===== config.mk =====
export PLATFORM = sky130hd
export DESIGN_NAME = tpf_top
export DESIGN_NICKNAME = d
export VERILOG_FILES = /design/src/include/tpf_pkg.sv /design/src/hw/tpf_rst_sync.sv /design/src/hw/tpf_vector.sv /design/src/hw/tpf_top.sv
export VERILOG_INCLUDE_DIRS = /design/src /design/src/include
export SDC_FILE = /design/constraint.sdc
export NUM_CORES = 1
export LEC_CHECK = 0
export BUFFER_PORTS_ARGS = -buffer_cell sky130_fd_sc_hd__buf_2
export CORE_MARGIN = 4
export CORE_UTILIZATION = 55
export CTS_BUF_LIST = sky130_fd_sc_hd__clkbuf_4 sky130_fd_sc_hd__clkbuf_8
export CTS_CLUSTER_SIZE = 10
export DETAILED_ROUTE_END_ITERATION = 10
export HOLD_SLACK_MARGIN = 0.08
export PLACE_DENSITY = 0.81
export REMOVE_ABC_BUFFERS = 1
export SKIP_LAST_GASP = 1
export SLEW_MARGIN = 20
export SYNTH_ARGS = -nofsm -noshare
export SYNTH_HDL_FRONTEND = slang
export SYNTH_SLANG_ARGS = --single-unit

===== constraint.sdc =====
create_clock -name ref_clk -period 4.7 [get_ports ref_clk]
set_input_delay 0.705 -clock ref_clk [delete_from_list [all_inputs] [get_ports ref_clk]]
set_output_delay 0.705 -clock ref_clk [all_outputs]
set_load 0.005 [all_outputs]

===== src/include/tpf_cfg.svh =====
// Register indexes, field layouts and codes of the timer pending flag block
`ifndef TPF_CFG_SVH
`define TPF_CFG_SVH

`define TPF_ADDR_W        18
`define TPF_IDX_PRIO_LO   16'hff21
`define TPF_IDX_EN_LO     16'hff25
`define TPF_IDX_PEND_LO   16'hff29
`define TPF_IDX_PRIO_HI   16'hff2a
`define TPF_IDX_EN_HI     16'hff2c
`define TPF_IDX_PEND_HI   16'hff2e
`define TPF_IDX_STAT      16'hff30
`define TPF_IDX_MASK      16'hff31

`define TPF_PRIO_LO_LSB   2
`define TPF_PRIO_HI_LSB   0
`define TPF_PRIO_LO_MASK  8'h3c
`define TPF_PRIO_HI_MASK  8'h0f
`define TPF_PEND_RST      8'h00
`define TPF_STAT_MASK     8'h0f

`define TPF_STAT_LO       0
`define TPF_STAT_HI       1
`define TPF_STAT_ACK      2
`define TPF_STAT_RERAISE  3

`define TPF_VEC_LO_BASE   16'h0016
`define TPF_VEC_HI_BASE   16'h003c

`define TPF_RESP_OKAY     2'b00
`define TPF_RESP_SLVERR   2'b10

`endif


===== src/include/tpf_pkg.sv =====
// Types shared by the timer pending flag block
`include "tpf_cfg.svh"

package tpf_pkg;

  typedef enum logic [3:0] {
    REG_NONE,
    REG_PRIO_LO,
    REG_EN_LO,
    REG_PEND_LO,
    REG_PRIO_HI,
    REG_EN_HI,
    REG_PEND_HI,
    REG_STAT,
    REG_MASK
  } tpf_reg_t;

  typedef struct packed {
    logic                   awvalid;
    logic [`TPF_ADDR_W-1:0] awaddr;
    logic                   wvalid;
    logic [31:0]            wdata;
    logic [3:0]             wstrb;
    logic                   bready;
    logic                   arvalid;
    logic [`TPF_ADDR_W-1:0] araddr;
    logic                   rready;
  } tpf_axi_req_t;

  typedef struct packed {
    logic        awready;
    logic        wready;
    logic        bvalid;
    logic [1:0]  bresp;
    logic        arready;
    logic        rvalid;
    logic [31:0] rdata;
    logic [1:0]  rresp;
  } tpf_axi_rsp_t;

  typedef struct packed {
    logic                   meta;
    logic                   out;
  } tpf_rsync_t;

  typedef struct packed {
    logic [7:0]             pendLo;
    logic [7:0]             pendHi;
    logic [7:0]             enLo;
    logic [7:0]             enHi;
    logic [7:0]             prioLo;
    logic [7:0]             prioHi;
    logic [7:0]             stat;
    logic [7:0]             mask;
    logic                   awHeld;
    logic [`TPF_ADDR_W-1:0] awAddr;
    logic                   wHeld;
    logic [31:0]            wData;
    logic [3:0]             wStrb;
    tpf_axi_rsp_t           rsp;
    logic                   irqReq;
    logic [1:0]             irqLevel;
    logic [15:0]            vecAddr;
    logic                   irq;
  } tpf_state_t;

endpackage


===== src/hw/tpf_rst_sync.sv =====
// Reset release synchroniser: asserts at once, releases after two edges
module tpf_rst_sync
(
  input  wire logic ref_clk,
  input  wire logic rstn,
  output wire logic rstSyncN
);

  tpf_pkg::tpf_rsync_t s_q;
  tpf_pkg::tpf_rsync_t s_d;

  always_comb
  begin
    s_d      = s_q;
    s_d.meta = 1'b1;
    s_d.out  = s_q.meta;
  end

  always_ff @(posedge ref_clk or negedge rstn)
  begin
    if (!rstn)
      s_q <= '0;
    else
      s_q <= s_d;
  end

  assign rstSyncN = s_q.out;

endmodule


===== src/hw/tpf_vector.sv =====
// Picks the winning timer request and forms its two-byte vector address
module tpf_vector
(
  input  wire logic [15:0] req,
  input  wire logic [7:0]  prioPairs,
  output logic             winValid,
  output logic [1:0]       winLevel,
  output logic [15:0]      winVec
);

  function automatic logic [15:0] vecOf(input logic [3:0] i);
    logic [15:0] off;
    off = {12'h000, i[2:0], 1'b0};
    if (i[3])
      return `TPF_VEC_HI_BASE + off;
    else
      return `TPF_VEC_LO_BASE + off;
  endfunction

  always_comb
  begin
    logic [1:0] lvl;
    lvl      = 2'h0;
    winValid = 1'b0;
    winLevel = 2'h0;
    winVec   = 16'h0000;
    for (int i = 15; i >= 0; i--)
    begin
      lvl = prioPairs[2 * (i / 4) +: 2];
      if (req[i] && (!winValid || lvl >= winLevel))
      begin
        winValid = 1'b1;
        winLevel = lvl;
        winVec   = vecOf(4'(i));
      end
    end
  end

endmodule


===== src/hw/tpf_top.sv =====
// Timer pending flags, enables, priorities and request logic
//
// Function
// - Channels 0 to 3 put underflow in bit 2n and match in 2n+1 of a byte.
// - Channels 4 to 7 keep the same pairing in a second byte.
// - An underflow sets its channel's flag, which reads one until cleared.
// - A compare match sets its channel's flag, held until software clears it.
// - Writing one clears a flag bit, writing zero leaves it alone.
// - An irqReq still pending at return from exception sets the reraise bit in stat; irq follows if mask bit 3 is set.
// - A pending request is offered again once the CPU mask drops below it.
// - The exception vector is two bytes with no bank part.
// - A flag drives irqReq only while its enable bit is one; irq follows stat and mask and ignores enables.
// - Each timer event has its own fixed vector address.
`include "tpf_cfg.svh"

module tpf_top
(
  input  wire logic                  ref_clk,
  input  wire logic                  rstn,
  input  wire logic [7:0]            underflowEvt,
  input  wire logic [7:0]            matchEvt,
  input  wire logic [1:0]            cpuPrio,
  input  wire logic                  cpuAck,
  input  wire logic                  retEvt,
  input  wire tpf_pkg::tpf_axi_req_t axiReq,
  output tpf_pkg::tpf_axi_rsp_t      axiRsp,
  output logic                       irqReq,
  output logic [1:0]                 irqLevel,
  output logic [15:0]                vecAddr,
  output logic                       irq
);

  tpf_pkg::tpf_state_t s_q;
  tpf_pkg::tpf_state_t s_d;
  logic                rstSyncN;
  logic                winValid;
  logic [1:0]          winLevel;
  logic [15:0]         winVec;
  logic                doWrite;
  tpf_pkg::tpf_reg_t   wrReg;
  logic [7:0]          wrByte;
  logic                wrLane;
  logic                doRead;
  tpf_pkg::tpf_reg_t   rdReg;

  function automatic tpf_pkg::tpf_reg_t decode(
    input logic [`TPF_ADDR_W-1:0] a
  );
    tpf_pkg::tpf_reg_t r;
    r = tpf_pkg::REG_NONE;
    if (a[1:0] == 2'h0)
    begin
      unique case (a[`TPF_ADDR_W-1:2])
        `TPF_IDX_PRIO_LO: r = tpf_pkg::REG_PRIO_LO;
        `TPF_IDX_EN_LO:   r = tpf_pkg::REG_EN_LO;
        `TPF_IDX_PEND_LO: r = tpf_pkg::REG_PEND_LO;
        `TPF_IDX_PRIO_HI: r = tpf_pkg::REG_PRIO_HI;
        `TPF_IDX_EN_HI:   r = tpf_pkg::REG_EN_HI;
        `TPF_IDX_PEND_HI: r = tpf_pkg::REG_PEND_HI;
        `TPF_IDX_STAT:    r = tpf_pkg::REG_STAT;
        `TPF_IDX_MASK:    r = tpf_pkg::REG_MASK;
        default:          r = tpf_pkg::REG_NONE;
      endcase
    end
    return r;
  endfunction

  function automatic logic [7:0] interleave(
    input logic [3:0] u,
    input logic [3:0] m
  );
    logic [7:0] r;
    r = 8'h00;
    for (int k = 0; k < 4; k++)
    begin
      r[2 * k]     = u[k];
      r[2 * k + 1] = m[k];
    end
    return r;
  endfunction

  tpf_rst_sync u_rst
  (
    .ref_clk  (ref_clk),
    .rstn     (rstn),
    .rstSyncN (rstSyncN)
  );

  tpf_vector u_vec
  (
    .req       ({s_q.pendHi & s_q.enHi, s_q.pendLo & s_q.enLo}),
    .prioPairs ({s_q.prioHi[`TPF_PRIO_HI_LSB +: 4],
                 s_q.prioLo[`TPF_PRIO_LO_LSB +: 4]}),
    .winValid  (winValid),
    .winLevel  (winLevel),
    .winVec    (winVec)
  );

  always_comb
  begin
    logic                   awTake;
    logic                   wTake;
    logic                   arTake;
    logic [`TPF_ADDR_W-1:0] aAddr;
    logic [31:0]            wD;
    logic [3:0]             wS;
    logic [7:0]             setLo;
    logic [7:0]             setHi;
    logic [7:0]             clrLo;
    logic [7:0]             clrHi;
    logic [7:0]             setStat;
    logic [7:0]             clrStat;
    logic [7:0]             rdByte;
    s_d     = s_q;
    awTake  = axiReq.awvalid && s_q.rsp.awready;
    wTake   = axiReq.wvalid && s_q.rsp.wready;
    arTake  = axiReq.arvalid && s_q.rsp.arready;
    aAddr   = s_q.awHeld ? s_q.awAddr : axiReq.awaddr;
    wD      = s_q.wHeld ? s_q.wData : axiReq.wdata;
    wS      = s_q.wHeld ? s_q.wStrb : axiReq.wstrb;
    clrLo   = 8'h00;
    clrHi   = 8'h00;
    clrStat = 8'h00;
    setStat = 8'h00;
    rdByte  = 8'h00;
    doWrite = (s_q.awHeld || awTake) && (s_q.wHeld || wTake);
    wrReg   = decode(aAddr);
    wrByte  = wD[7:0];
    wrLane  = wS[0];
    doRead  = arTake;
    rdReg   = decode(axiReq.araddr);
    setLo   = interleave(underflowEvt[3:0], matchEvt[3:0]);
    setHi   = interleave(underflowEvt[7:4], matchEvt[7:4]);

    if (awTake)
    begin
      s_d.awHeld = 1'b1;
      s_d.awAddr = axiReq.awaddr;
    end
    if (wTake)
    begin
      s_d.wHeld = 1'b1;
      s_d.wData = axiReq.wdata;
      s_d.wStrb = axiReq.wstrb;
    end
    if (s_q.rsp.bvalid && axiReq.bready)
      s_d.rsp.bvalid = 1'b0;
    if (doWrite)
    begin
      s_d.awHeld    = 1'b0;
      s_d.wHeld     = 1'b0;
      s_d.rsp.bvalid = 1'b1;
      s_d.rsp.bresp  = (wrReg == tpf_pkg::REG_NONE) ?
                       `TPF_RESP_SLVERR : `TPF_RESP_OKAY;
      if (wrLane)
      begin
        unique case (wrReg)
          tpf_pkg::REG_PRIO_LO: s_d.prioLo = wrByte & `TPF_PRIO_LO_MASK;
          tpf_pkg::REG_PRIO_HI: s_d.prioHi = wrByte & `TPF_PRIO_HI_MASK;
          tpf_pkg::REG_EN_LO:   s_d.enLo   = wrByte;
          tpf_pkg::REG_EN_HI:   s_d.enHi   = wrByte;
          tpf_pkg::REG_PEND_LO: clrLo      = wrByte;
          tpf_pkg::REG_PEND_HI: clrHi      = wrByte;
          tpf_pkg::REG_MASK:    s_d.mask   = wrByte & `TPF_STAT_MASK;
          tpf_pkg::REG_STAT,
          tpf_pkg::REG_NONE:    s_d.mask   = s_q.mask;
        endcase
      end
    end

    if (s_q.rsp.rvalid && axiReq.rready)
      s_d.rsp.rvalid = 1'b0;
    if (arTake)
    begin
      unique case (rdReg)
        tpf_pkg::REG_PRIO_LO: rdByte = s_q.prioLo;
        tpf_pkg::REG_PRIO_HI: rdByte = s_q.prioHi;
        tpf_pkg::REG_EN_LO:   rdByte = s_q.enLo;
        tpf_pkg::REG_EN_HI:   rdByte = s_q.enHi;
        tpf_pkg::REG_PEND_LO: rdByte = s_q.pendLo;
        tpf_pkg::REG_PEND_HI: rdByte = s_q.pendHi;
        tpf_pkg::REG_MASK:    rdByte = s_q.mask;
        tpf_pkg::REG_STAT:
        begin
          rdByte  = s_q.stat;
          clrStat = s_q.stat;
        end
        tpf_pkg::REG_NONE:    rdByte = 8'h00;
      endcase
      s_d.rsp.rvalid = 1'b1;
      s_d.rsp.rdata  = {24'h000000, rdByte};
      s_d.rsp.rresp  = (rdReg == tpf_pkg::REG_NONE) ?
                       `TPF_RESP_SLVERR : `TPF_RESP_OKAY;
    end

    setStat[`TPF_STAT_LO]      = |(setLo & ~s_q.pendLo);
    setStat[`TPF_STAT_HI]      = |(setHi & ~s_q.pendHi);
    setStat[`TPF_STAT_ACK]     = cpuAck;
    setStat[`TPF_STAT_RERAISE] = retEvt && s_q.irqReq;

    s_d.pendLo = (s_q.pendLo & ~clrLo) | setLo;
    s_d.pendHi = (s_q.pendHi & ~clrHi) | setHi;
    s_d.stat   = (s_q.stat & ~clrStat) | setStat;
    s_d.irq    = |(s_d.stat & s_d.mask);

    s_d.irqReq   = winValid && (winLevel > cpuPrio);
    s_d.irqLevel = winLevel;
    s_d.vecAddr  = winVec;

    s_d.rsp.awready = !s_d.awHeld && !s_d.rsp.bvalid;
    s_d.rsp.wready  = !s_d.wHeld && !s_d.rsp.bvalid;
    s_d.rsp.arready = !s_d.rsp.rvalid;
  end

  always_ff @(posedge ref_clk or negedge rstSyncN)
  begin
    if (!rstSyncN)
      s_q <= '0;
    else
      s_q <= s_d;
  end

  assign axiRsp   = s_q.rsp;
  assign irqReq   = s_q.irqReq;
  assign irqLevel = s_q.irqLevel;
  assign vecAddr  = s_q.vecAddr;
  assign irq      = s_q.irq;
endmodule


Yosys cells after proc, flatten, opt, wreduce, memory -nomap -nowiden
Index checks and enable logic that the tools add are counted.
{"block": "classes", "reduce_logical": 72, "bitwise_logic": 16, "order_cmp": 16, "muxes": 76, "eq_ne": 31}
{"op": "16-bit == test (second input constant)", "count": 16}
{"op": "7-bit two-way mux", "count": 16}
{"op": "8-bit two-way mux", "count": 11}
{"op": "8-bit one-hot mux with 9 select lines", "count": 1}
{"op": "8-bit bitwise AND", "count": 8}
{"op": "4-bit one-hot mux with 8 select lines", "count": 2}
{"op": "8-bit inverter", "count": 5}
{"op": "37-bit two-way mux", "count": 1}
{"op": "2-bit two-way mux", "count": 18}
{"op": "35-bit two-way mux", "count": 1}
{"op": "2-bit >= comparator", "count": 15}
{"op": "4-bit by 3-bit == test with 1-bit output (second input constant)", "count": 7}
{"op": "1-bit logical AND", "count": 25}
{"op": "8-bit OR reduction", "count": 3}
{"op": "1-bit two-way mux", "count": 20}
{"op": "1-bit logical NOT", "count": 19}
{"op": "19-bit two-way mux", "count": 1}
{"op": "18-bit two-way mux", "count": 1}
{"op": "1-bit logical OR", "count": 17}
{"op": "4-bit by 2-bit == test with 1-bit output (second input constant)", "count": 4}
{"op": "8-bit bitwise OR", "count": 2}
{"op": "3-bit AND reduction", "count": 4}
{"op": "9-bit two-way mux", "count": 1}
{"op": "4-bit by 1-bit == test with 1-bit output (second input constant)", "count": 2}
{"op": "7 further kinds", "count": 11}
{"block": "totals", "out_inout_bits": 61, "elab_cells": 238, "input_bits": 99, "regBits": 151}

Depth between registers and ports, before layout
Gate-level depths: netlist of run 1.
{"block": "logic_depth", "depth_word": 64, "depth_mapped": 87, "mapped_depth_nobuf": 86}

Modules after synthesis
A second synthesis of run 1 with hierarchy kept.
{"block": "unflattened", "hier_cells": 765, "area_unflattened_um2": 7775.0}
{"mod": "tpf_top", "n_inst": 1, "cells_per_inst": 541, "seq_area_each_um2": 3002.9, "area_each_um2": 6107.1}
{"mod": "tpf_vector", "n_inst": 1, "cells_per_inst": 221, "seq_area_each_um2": 0.0, "area_each_um2": 1614.0}
{"mod": "tpf_rst_sync", "n_inst": 1, "cells_per_inst": 3, "seq_area_each_um2": 50.0, "area_each_um2": 53.8}

Least setup slack after synthesis of run 1
Ideal clock, no wire load.
{"block": "synth_timing", "path_type": "register to register", "from": "reg s_q[172] (netlist name)", "to": "reg s_q, in the netlist irqReq", "arrival_ps": 15988, "period_less_slack_ps": 16082, "stages_incl_launch_ff": 82, "path_slack_ps": -11382, "n_path_buf": 1, "setup_ps": 94, "required_ps": 4606, "cell_sequence": "dfrtp_1 -> a222oi_1 -> and2_1 -> clkbuf_1 -> nor2_1 -> ha_1 -> nor2b_1 -> maj3_1 -> a21oi_1 -> nand2_1 -> nand2_1 -> ha_1 -> nand2b_1 -> maj3_1 -> o21ai_0 -> mux2_2 -> ha_1 -> nand2b_1 -> (+46 left out) -> nand3_1 -> o211ai_2 -> mux2_2 -> ha_1 -> o311ai_0 -> nor2_1 -> a21oi_1 -> nor2b_1 -> mux2_2 -> ha_1 -> nand2b_1 -> a21oi_1 -> nand2_1 -> nand3_1 -> and3b_1 -> mux2i_1 -> ha_1 -> a211oi_1"}
{"item": "start, declared", "line_no": "tpf_top.sv:33", "text": "tpf_pkg::tpf_state_t s_q;"}
{"item": "start signal, assigned", "line_no": "tpf_top.sv:218", "text": "s_q <= '0;"}
{"item": "start signal, assigned", "line_no": "tpf_top.sv:220", "text": "s_q <= s_d;"}

==> results of run 1 <==
==> worst max-delay path, delay by kind of cell (launching register included) <==
kind | cells | cell delay [ps]
mux | 5 | 1620
fa+ha+maj | 13 | 3490
buf+inv | 9 | 1040
simple gates | 24 | 2990
flops | 1 | 410
compound gates | 34 | 5840
==> layout make-up <==
cell class              count  area (um2)  share of cell area, %
flip-flops and latches    112        2810                   29.3
clock inverters             4        35.0                  0.366
well taps                 172         215                   2.25
repair buffers            291        1980                   20.7
multi-input cells         600        4210                   44.0
clock buffers              12         165                   1.73
inverters                  41         156                   1.64
==> cell families (layout without fill, tap and decap cells) <==
logic type	Yosys count	count (layout)
flops	112	112
fa+ha+maj	19	19
mux	65	65
compound gates	194	194
xor+xnor	2	2
other cells	2	37
buf+inv	119	348
simple gates	283	283
==> layer usage <==
metal	vias up	track usage, %	part of all wire (%)
met1	3452	39.2	38
met5	-	0	0.029
met2	488	51.3	46
li1	3246	-	-
met3	148	5.55	9.6
met4	2	17.2	6.1
==> power by group through the flow <==
stage          clock [uW]  combinational [uW]  sequential (uW)
4_1_cts               588                 552             1240
6_report              595                 570             1230
3_5_place_dp            0                 549             1260
2_1_floorplan           0                 389             1220
3_3_place_gp            0                 535             1250
5_1_grt               642                 631             1250
==> path summary, 6_finish.rpt <==
kind | startpoint | end | slack, ps | cells past startpoint
min reg2reg | u_rst.rstSyncN | vecAddr[5] | 240 | 0
min | u_rst.rstSyncN | vecAddr[5] | 240 | 0
min in group ref_clk | u_rst.s_d[0] | u_rst.rstSyncN | 360 | 0
max in group asynchronous | u_rst.rstSyncN | s_q[111] | 3410 | 2
max reg2reg | s_q[172] | irqReq | -10820 | 85
max | s_q[172] | irqReq | -10820 | 85
==> cell usage after synthesis, drive strengths merged (9+ instances only) <==
cell type	count
a31oi	9
ha	17
nor2	42
a22oi	12
inv	41
mux2	35
buf	62
mux2i	30
nand2b	17
or3	10
nor3	13
dfrtp	112
nor2b	9
o22ai	11
and2	15
nand3	12
clkbuf	16
o21ai	76
nand2	131
a21oi	38
==> sequential cells by signal, summed over array words and instances, names as in the netlist <==
signal,flops
irq,1
s_q,85
axiRsp,15
irqReq,1
vecAddr,6
u_rst.rstSyncN,1
irqLevel,2
u_rst.s_d,1
==> what timing repair did <==
item                                    4_1_cts  5_1_grt
resized for setup                            69       36
pin swaps                                    58       45
hold buffers                                  1        0
endpoints found under the setup margin        9        9
setup buffers                                76        9
hold endpoints to repair                      2        0
==> through the flow <==
stage / instance area, um2 / power [uW]
2_1_floorplan: 6700 / 1610
3_3_place_gp: 8250 / 1780
3_5_place_dp: 8250 / 1800
4_1_cts: 9330 / 2380
5_1_grt: 9560 / 2530
6_report: 9560 / 2390
==> impl_metrics.yaml, run 1 <==
status:
  status: "finished with violations"
  violations: "negative setup slack"
logic_synthesis:
  netlist_area_mm2: 0.00709
  yosys_warnings: 0
  synth-xor-area-share_pct: 0.247
  muxShareOfSynthArea_pct: 9.80
  dominantRegCellSynth: "dfrtp_1"
  postSynthRegisterBits: 112
  synth_sequential_area_ratio_pct: 39.6
  netlist-cell-type-count: 79
  synthesis.area_per_instance_um2: 8.90
  ys_top_cells_by_area: "dfrtp_1 40%, nand2_1 6.8%, buf_4 6.3%"
  yosys.area.top_type_share_pct: 39.6
  synth_top_cell_by_area: "dfrtp_1"
  post_synth_edffs: 0
  synth_area_in_compound_gates_pct: 18.1
  synth_simple_gate_area_share_pct: 19.5
  asyncSetResetFlopFracSynth_pct: 100
  synthCells: 796
  dominant_combinational_cell_family_by_area_after_synthesis: "simple AND/OR/NAND/NOR gates"
  synthAdderAreaFrac_pct: 3.28
setup_path:
  critPathMostFrequentCell: "buf_4"
  crit_path_max_fanout: 4
  worstSetupEndpointType: "flop"
  critical_path.max_stage_delay_ps: 410
  worst-setup-path-type: "flop to flop"
  crit_path_top_delay_cell: "dfrtp_1"
  cp.required_ps: 5000
  cp.arrival_ps: 15820
  critical_path.startpoint_type: "flop"
timing:
  hold_violations: 0
  postLayoutSetupSlackWorst_ps: -10820
  worstMarginPinSlew_ps: 860
  timing.hold.ws_ps: 238
  final.setup_skew_ps: 13.4
  setup_viol: 9
  post_layout_minimum_cycle_time_ps: 15520
  worst_max_slew_margin_expressed_relative_to_the_limit_pct: 41.1
  rsz0062_at_grt: "true"
  tns_setup_ps: -93930
  max_freq_mhz: 64.4
  final.period_utilization_pct: 330
  finalMaxSlewViolations: 0
flow_run:
  maxCapViolations: 0
clock_network:
  htree_levels: 3
  cts.clk_slew.worst_paths_ps: 110
  cts-root-to-sink-buffers: 2
  cts_buffers: 9
  cts.root.buffer_cell: "clkbuf_8"
  clock_tree_from_tritoncts: "yes"
  insertion_delay_ps: 410
  cts.sink_count: 112
detailed_routing:
  finalWirelength_mm: 24.0
  post_drt_wl_per_cell_um: 19.5
  detail_route.iter0.violations: 885
  number_of_iterations_in_the_first_detailed_routing_pass: 9
  ant_nets: 0
  routed-via-count: 7336
  remaining_drcs: 0
  routed_via_density: 5.95
floorplanning:
  ios: 160
  fp.dieW_um: 122
  floorplan.die_area_mm2: 0.0148
  placement_rows: 41
  core_region_area_mm2: 0.0126
  die_h_um: 122
  floorplan.initialDensity_pct: 56.1
placement:
  place_congestion: 0.962
  port-buffer-count: 96
  placement.setup.worst_slack_ps: -11300
  placed_cells_incl_taps: 1134
  dpl.hpwl_mm: 14.8
final_layout:
  area_delta_synth_final_pct: 35.0
  most_frequent_standard_cell_in_the_layout_excluding_fill_and_tap_cells: "buf_4"
  antenna_cells_inserted: 0
  final-instance-count-excl-fill: 1232
  final_nets: 1171
  layout.filler_cells: 873
  finish.utilization_pct: 75.8
  share_of_cells_above_drive_strength_1_pct: 40.8
  commonest_cells_after_routing_fill_and_taps_aside: "190 x buf_4, 124 x nand2_1, 111 x dfrtp_1"
global_routing:
  global_route.overflow_total: 0
  number_of_global_route_vias_before_repair: 7010
  antenna_found_initial: 1
  global_route.usage.total_pct: 31.3
  grt_pass1_wl_mm: 36.1
  grt_start_max_net_pins: 79
power_and_ir_drop:
  switchingPower_uw: 790
  power_frac_clock_pct: 24.9
  power_density_mw_per_mm2: 250
  seqPwrFrac_pct: 51.3
  netSwitchingFraction_pct: 33.0
  ir_worst_vdd_v: 0.000304
  static-leakage-power_uw: 0.00451
  cell_internal_pwr_uw: 1600
  power.combinational.fraction_pct: 23.8
hold_path:
  holdCritPathClass: "flop to async pin"
(Power assumes the default switching activity.)
==> inputs of run 2 (changes only) <==
CORE_UTILIZATION = 51   (was 55)
HOLD_SLACK_MARGIN = 0.12   (was 0.08)
PLACE_DENSITY = 0.79   (was 0.81)
clock period = 13.3 ns   (was 4.7 ns; I/O delays follow)
==> run 2 against run 1 <==
Against the previous run: the flow still finishes with violations (negative setup slack); register-to-register slack improved by 8800 ps; design area decreased by 3.5%; worst hold slack improved by 95 ps.
==> impl_metrics.yaml, run 2 (synthesis results as in run 1) <==
status:
  status: "finished with violations"
  violations: "negative setup slack"
setup_path:
  reg2reg_depth: 79
  worst-setup-path-type: "flop to flop"
  cp.arrival_ps: 15650
  start_of_the_worst_register_to_register_path: "s_q[172]"
  critical_path.startpoint_type: "flop"
  crit_path_end: "irqReq"
  crit_cells: 79
  cp-startpoint: "s_q[172]"
  critical_path.max_stage_delay_ps: 400
  worstSetupEndpointType: "flop"
  crit_path_top_delay_cell: "a222oi_1"
  worstReg2RegEnd: "irqReq"
  cp.required_ps: 13630
  crit_path_max_fanout: 4
  critPathMostFrequentCell: "nand2b_4"
  cp_top_family: "compound AO/OA/AOI/OAI gates"
  cp_num_buf_inv: 2
  reg2reg_setup_slack_ps: -2020
placement:
  dpl.hpwl_mm: 14.0
  port-buffer-count: 96
  place_congestion: 0.941
power_and_ir_drop:
  power.total_uw: 830
  static-leakage-power_uw: 0.00429
  power_density_mw_per_mm2: 90.0
  ir_worst_vdd_v: 0.000109
clock_network:
  cts.clk_slew.worst_paths_ps: 120
  cts.hold.buffers_added: 0
  cts_buffers: 9
  cts.root.buffer_cell: "clkbuf_8"
  cts.sink_count: 112
  insertion_delay_ps: 410
  htree_levels: 3
  cts-root-to-sink-buffers: 2
  clock_tree_from_tritoncts: "yes"
global_routing:
  global_route.usage.total_pct: 25.6
  number_of_global_route_vias_before_repair: 6407
  grt_start_max_net_pins: 67
  grt_pass1_wl_mm: 32.7
  antenna_found_initial: 1
  global_route.overflow_total: 0
detailed_routing:
  detail_route.iter0.violations: 570
  ant_nets: 0
  remaining_drcs: 0
  routed-via-count: 6823
  routed_via_density: 5.74
  post_drt_wl_per_cell_um: 18.4
  number_of_iterations_in_the_first_detailed_routing_pass: 7
  finalWirelength_mm: 21.8
floorplanning:
  floorplan.die_area_mm2: 0.0158
  floorplan.initialDensity_pct: 52.9
  core_region_area_mm2: 0.0134
  die_h_um: 126
  fp.dieW_um: 126
  ios: 160
  placement_rows: 42
timing:
  timing.hold.ws_ps: 333
  worst_max_slew_margin_expressed_relative_to_the_limit_pct: 40.7
  final.period_utilization_pct: 115
  hold_violations: 0
  finalMaxSlewViolations: 0
  post_layout_minimum_cycle_time_ps: 15320
  worstMarginPinSlew_ps: 865
  rsz0062_at_grt: "true"
  final.setup_skew_ps: 18.1
  setup_viol: 9
  postLayoutSetupSlackWorst_ps: -2020
  max_freq_mhz: 65.3
  tns_setup_ps: -17110
final_layout:
  largest_register_ff_count: 85
  final_nets: 1123
  finish.utilization_pct: 68.9
  share_of_cells_above_drive_strength_1_pct: 38.0
  max_flop_register: "s_q"
  area_delta_synth_final_pct: 30.2
  antenna_cells_inserted: 0
  commonest_cells_after_routing_fill_and_taps_aside: "143 x buf_4, 125 x nand2_1, 111 x dfrtp_1"
  most_frequent_standard_cell_in_the_layout_excluding_fill_and_tap_cells: "buf_4"
flow_run:
  maxCapViolations: 0
hold_path:
  holdCritPathClass: "flop to async pin"
[run 2: repair_timing]
| action | in CTS | in global routing |
|---|---|---|
| resized for setup | 74 | 36 |
| pin swaps | 57 | 44 |
| endpoints found under the setup margin | 9 | 9 |
| setup buffers | 70 | 18 |
[run 2: area by class of cell]
type / count / area [um2]
fillers: 1018 / 4170
clock inverters: 6 / 53.8
clock buffers: 10 / 131
flip-flops and latches: 112 / 2810
multi-input cells: 600 / 4260
well taps: 176 / 220
inverters: 41 / 156
repair buffers: 243 / 1600
[run 2: through the flow]
step                      std cells  instance area (um2)  setup WS [ps]
final                          1188                 9230          -2020
after global placement         1092                 7910          -2080
after global routing           1188                 9230          -2550
after floorplan                 753                 6700          -2680
after detailed placement       1092                 7910          -2910
after CTS                      1171                 8910          -1200
[run 2: layer usage]
layer	global-route usage (%)	part of all wire (%)	vias up
met4	10.6	4.3	2
met2	42.7	48	359
met3	6.18	8.6	79
li1	-	-	3157
met1	32.2	40	3226
met5	0	0.060	-
[run 2: where the power goes]
| part | leakage [uW] | internal (uW) | switching (uW) |
|---|---|---|---|
| registers | 0.00131 | 391 | 43.4 |
| logic | 0.00289 | 89.3 | 110 |
| clock network | 0.0000895 | 72.8 | 124 |
| total | 0.00429 | 553 | 278 |
[run 2: worst min-delay path by stage]
stage | from | to | slack, ps
global route | u_rst.s_d[0] | u_rst.rstSyncN | 380
floorplan | u_rst.s_d[0] | u_rst.rstSyncN | 330
detailed placement | u_rst.s_d[0] | u_rst.rstSyncN | 330
global placement | u_rst.rstSyncN | axiRsp[39] | 340
finish | u_rst.rstSyncN | s_q[66] | 330
CTS | u_rst.rstSyncN | s_q[67] | 360
==> inputs of run 3 (changes only) <==
--- a/config.mk
+++ b/config.mk
@@ -17,5 +17,5 @@
 export REMOVE_ABC_BUFFERS = 1
 export SKIP_LAST_GASP = 1
-export SLEW_MARGIN = 20
+export SLEW_MARGIN = 0
 export SYNTH_ARGS = -nofsm -noshare
 export SYNTH_HDL_FRONTEND = slang
==> constraint.sdc (replaced) <==
create_clock -name ref_clk -period 13.3 [get_ports ref_clk]
set_input_delay 0.665 -clock ref_clk [delete_from_list [all_inputs] [get_ports ref_clk]]
set_output_delay 0.665 -clock ref_clk [all_outputs]
set_load 0.005 [all_outputs]
==> run 3 against run 2 <==
Against the previous run: the flow still finishes with violations (negative setup slack); fmax decreased by 0.52%; final cell count decreased by 1.6%; clock power increased by 9%; count of clock-buffer cells in the layout decreased by 1; combinational power about the same; design area decreased by 1.9%; first-iteration DRC count increased by 9.3%; highest routed layer unchanged.
==> impl_metrics.yaml, run 3 (synthesis results as in run 1) <==
status:
  status: "finished with violations"
  violations: "negative setup slack"
timing:
  rsz0062_at_grt: "true"
  max_freq_mhz: 64.9
  post_layout_minimum_cycle_time_ps: 15400
  worst_max_slew_margin_expressed_relative_to_the_limit_pct: 23.5
  hold_violations: 0
  final.period_utilization_pct: 116
  setup_viol: 9
  finalMaxSlewViolations: 0
  worstMarginPinSlew_ps: 1140
  timing.hold.ws_ps: 271
  postLayoutSetupSlackWorst_ps: -2100
  tns_setup_ps: -16860
  final.setup_skew_ps: 10.5
detailed_routing:
  detail_route.iter0.violations: 623
  post_drt_wl_per_cell_um: 18.4
  routed-via-count: 6678
  remaining_drcs: 0
  finalWirelength_mm: 21.5
  routed_via_density: 5.71
  number_of_iterations_in_the_first_detailed_routing_pass: 8
  ant_nets: 0
final_layout:
  layout.filler_cells: 1033
  largest_register_ff_count: 85
  final-instance-count-excl-fill: 1169
  commonest_cells_after_routing_fill_and_taps_aside: "124 x nand2_1, 124 x buf_4, 111 x dfrtp_1"
  finish.utilization_pct: 67.6
  share_of_cells_above_drive_strength_1_pct: 36.8
  final_nets: 1104
  area_delta_synth_final_pct: 27.8
  antenna_cells_inserted: 0
  max_flop_register: "s_q"
global_routing:
  grt_pass1_wl_mm: 33.1
  antenna_found_initial: 1
  number_of_global_route_vias_before_repair: 6440
  grt_start_max_net_pins: 78
  global_route.overflow_total: 0
  global_route.usage.total_pct: 25.9
placement:
  placed_cells_incl_taps: 1087
  place_congestion: 0.965
  dpl.hpwl_mm: 14.1
  port-buffer-count: 96
clock_network:
  cts.clk_slew.worst_paths_ps: 110
  cts.sink_count: 112
  insertion_delay_ps: 400
  cts.root.buffer_cell: "clkbuf_8"
  clock_tree_from_tritoncts: "yes"
  cts_buffers: 9
  cts-root-to-sink-buffers: 2
  htree_levels: 3
setup_path:
  cp.required_ps: 13590
  cp.arrival_ps: 15680
  crit_path_max_fanout: 4
  critical_path.startpoint_type: "flop"
  crit_path_top_delay_cell: "a222oi_1"
  critical_path.max_stage_delay_ps: 410
  reg2reg_depth: 79
  worstSetupEndpointType: "flop"
  worst-setup-path-type: "flop to flop"
floorplanning:
  fp.dieW_um: 126
  floorplan.die_area_mm2: 0.0158
  placement_rows: 42
  die_h_um: 126
  floorplan.initialDensity_pct: 52.9
  ios: 160
  core_region_area_mm2: 0.0134
power_and_ir_drop:
  power_density_mw_per_mm2: 93.6
  power.total_uw: 847
  static-leakage-power_uw: 0.00416
  ir_worst_vdd_v: 0.000120
hold_path:
  holdCritPathClass: "flop to async pin"
flow_run:
  maxCapViolations: 0
[run 3: changes by cell type in the layout (fill, tap and decap cells not counted), sizes merged]
cell / change
buf: -20
clkinv: +2
clkinvlp: -2
bufinv: +1
clkbuf: -1
dlygate4sd3: +1
[run 3: final cells by class]
| class | instances | area [um2] | share of cell area (%) |
|---|---|---|---|
| multi-input combinational | 600 | 4220 | 46.6 |
| sequential | 112 | 2810 | 31.0 |
| timing repair buffer | 224 | 1460 | 16.1 |
| tap | 176 | 220 | 2.43 |
| inverter | 41 | 154 | 1.70 |
| clock buffer | 9 | 124 | 1.37 |
| clock inverter | 7 | 78.8 | 0.871 |
[run 3: repair_timing]
item / CTS / global route
gates cloned: 0 / 0
endpoints found under the hold margin: 2 / 0
pin swaps: 61 / 55
gates resized for setup: 69 / 34
endpoints found under the setup margin: 9 / 9
setup buffers: 58 / 17
hold buffers: 1 / 0
[run 3: final timing paths]
path / endpoint / slack, ps / startpoint
max in group asynchronous: axiRsp[34] / 11660 / u_rst.rstSyncN
min reg2reg: s_q[70] / 270 / u_rst.rstSyncN
max: vecAddr[4] / -2100 / s_q[172]
min: s_q[70] / 270 / u_rst.rstSyncN
min in group ref_clk: u_rst.rstSyncN / 370 / u_rst.s_d[0]
max reg2reg: vecAddr[4] / -2100 / s_q[172]
[run 3: power by group]
group	leakage, uW	switching (uW)	internal (uW)	total [uW]
Combinational	0.00274	110	89.4	199
Clock	0.000107	126	89.1	215
Sequential	0.00131	42.2	391	433
[run 3: stage by stage]
step,setup WS [ps],instance area [um2]
2_1_floorplan,-2680,6700
3_3_place_gp,-2050,7880
3_5_place_dp,-2680,7880
4_1_cts,-1250,8790
5_1_grt,-2700,9050
6_report,-2100,9050
[run 3: per-layer routing]
| metal | part of all wire (%) | GRT usage, % | vias to the layer above |
|---|---|---|---|
| met4 | 3.8 | 11.2 | 2 |
| met3 | 7.7 | 6.18 | 69 |
| met5 | 0.061 | 0 | - |
| li1 | - | - | 3116 |
| met1 | 40 | 32.6 | 3166 |
| met2 | 48 | 42.6 | 325 |
[run 3: worst max-delay path: cells and delay by family (launching register included)]
kind            cells  cell delay [ps]
compound gates     29             5320
simple gates       28             3830
fa+ha+maj          14             3760
mux                 5             1640
flops               1              400
buf+inv             3              320
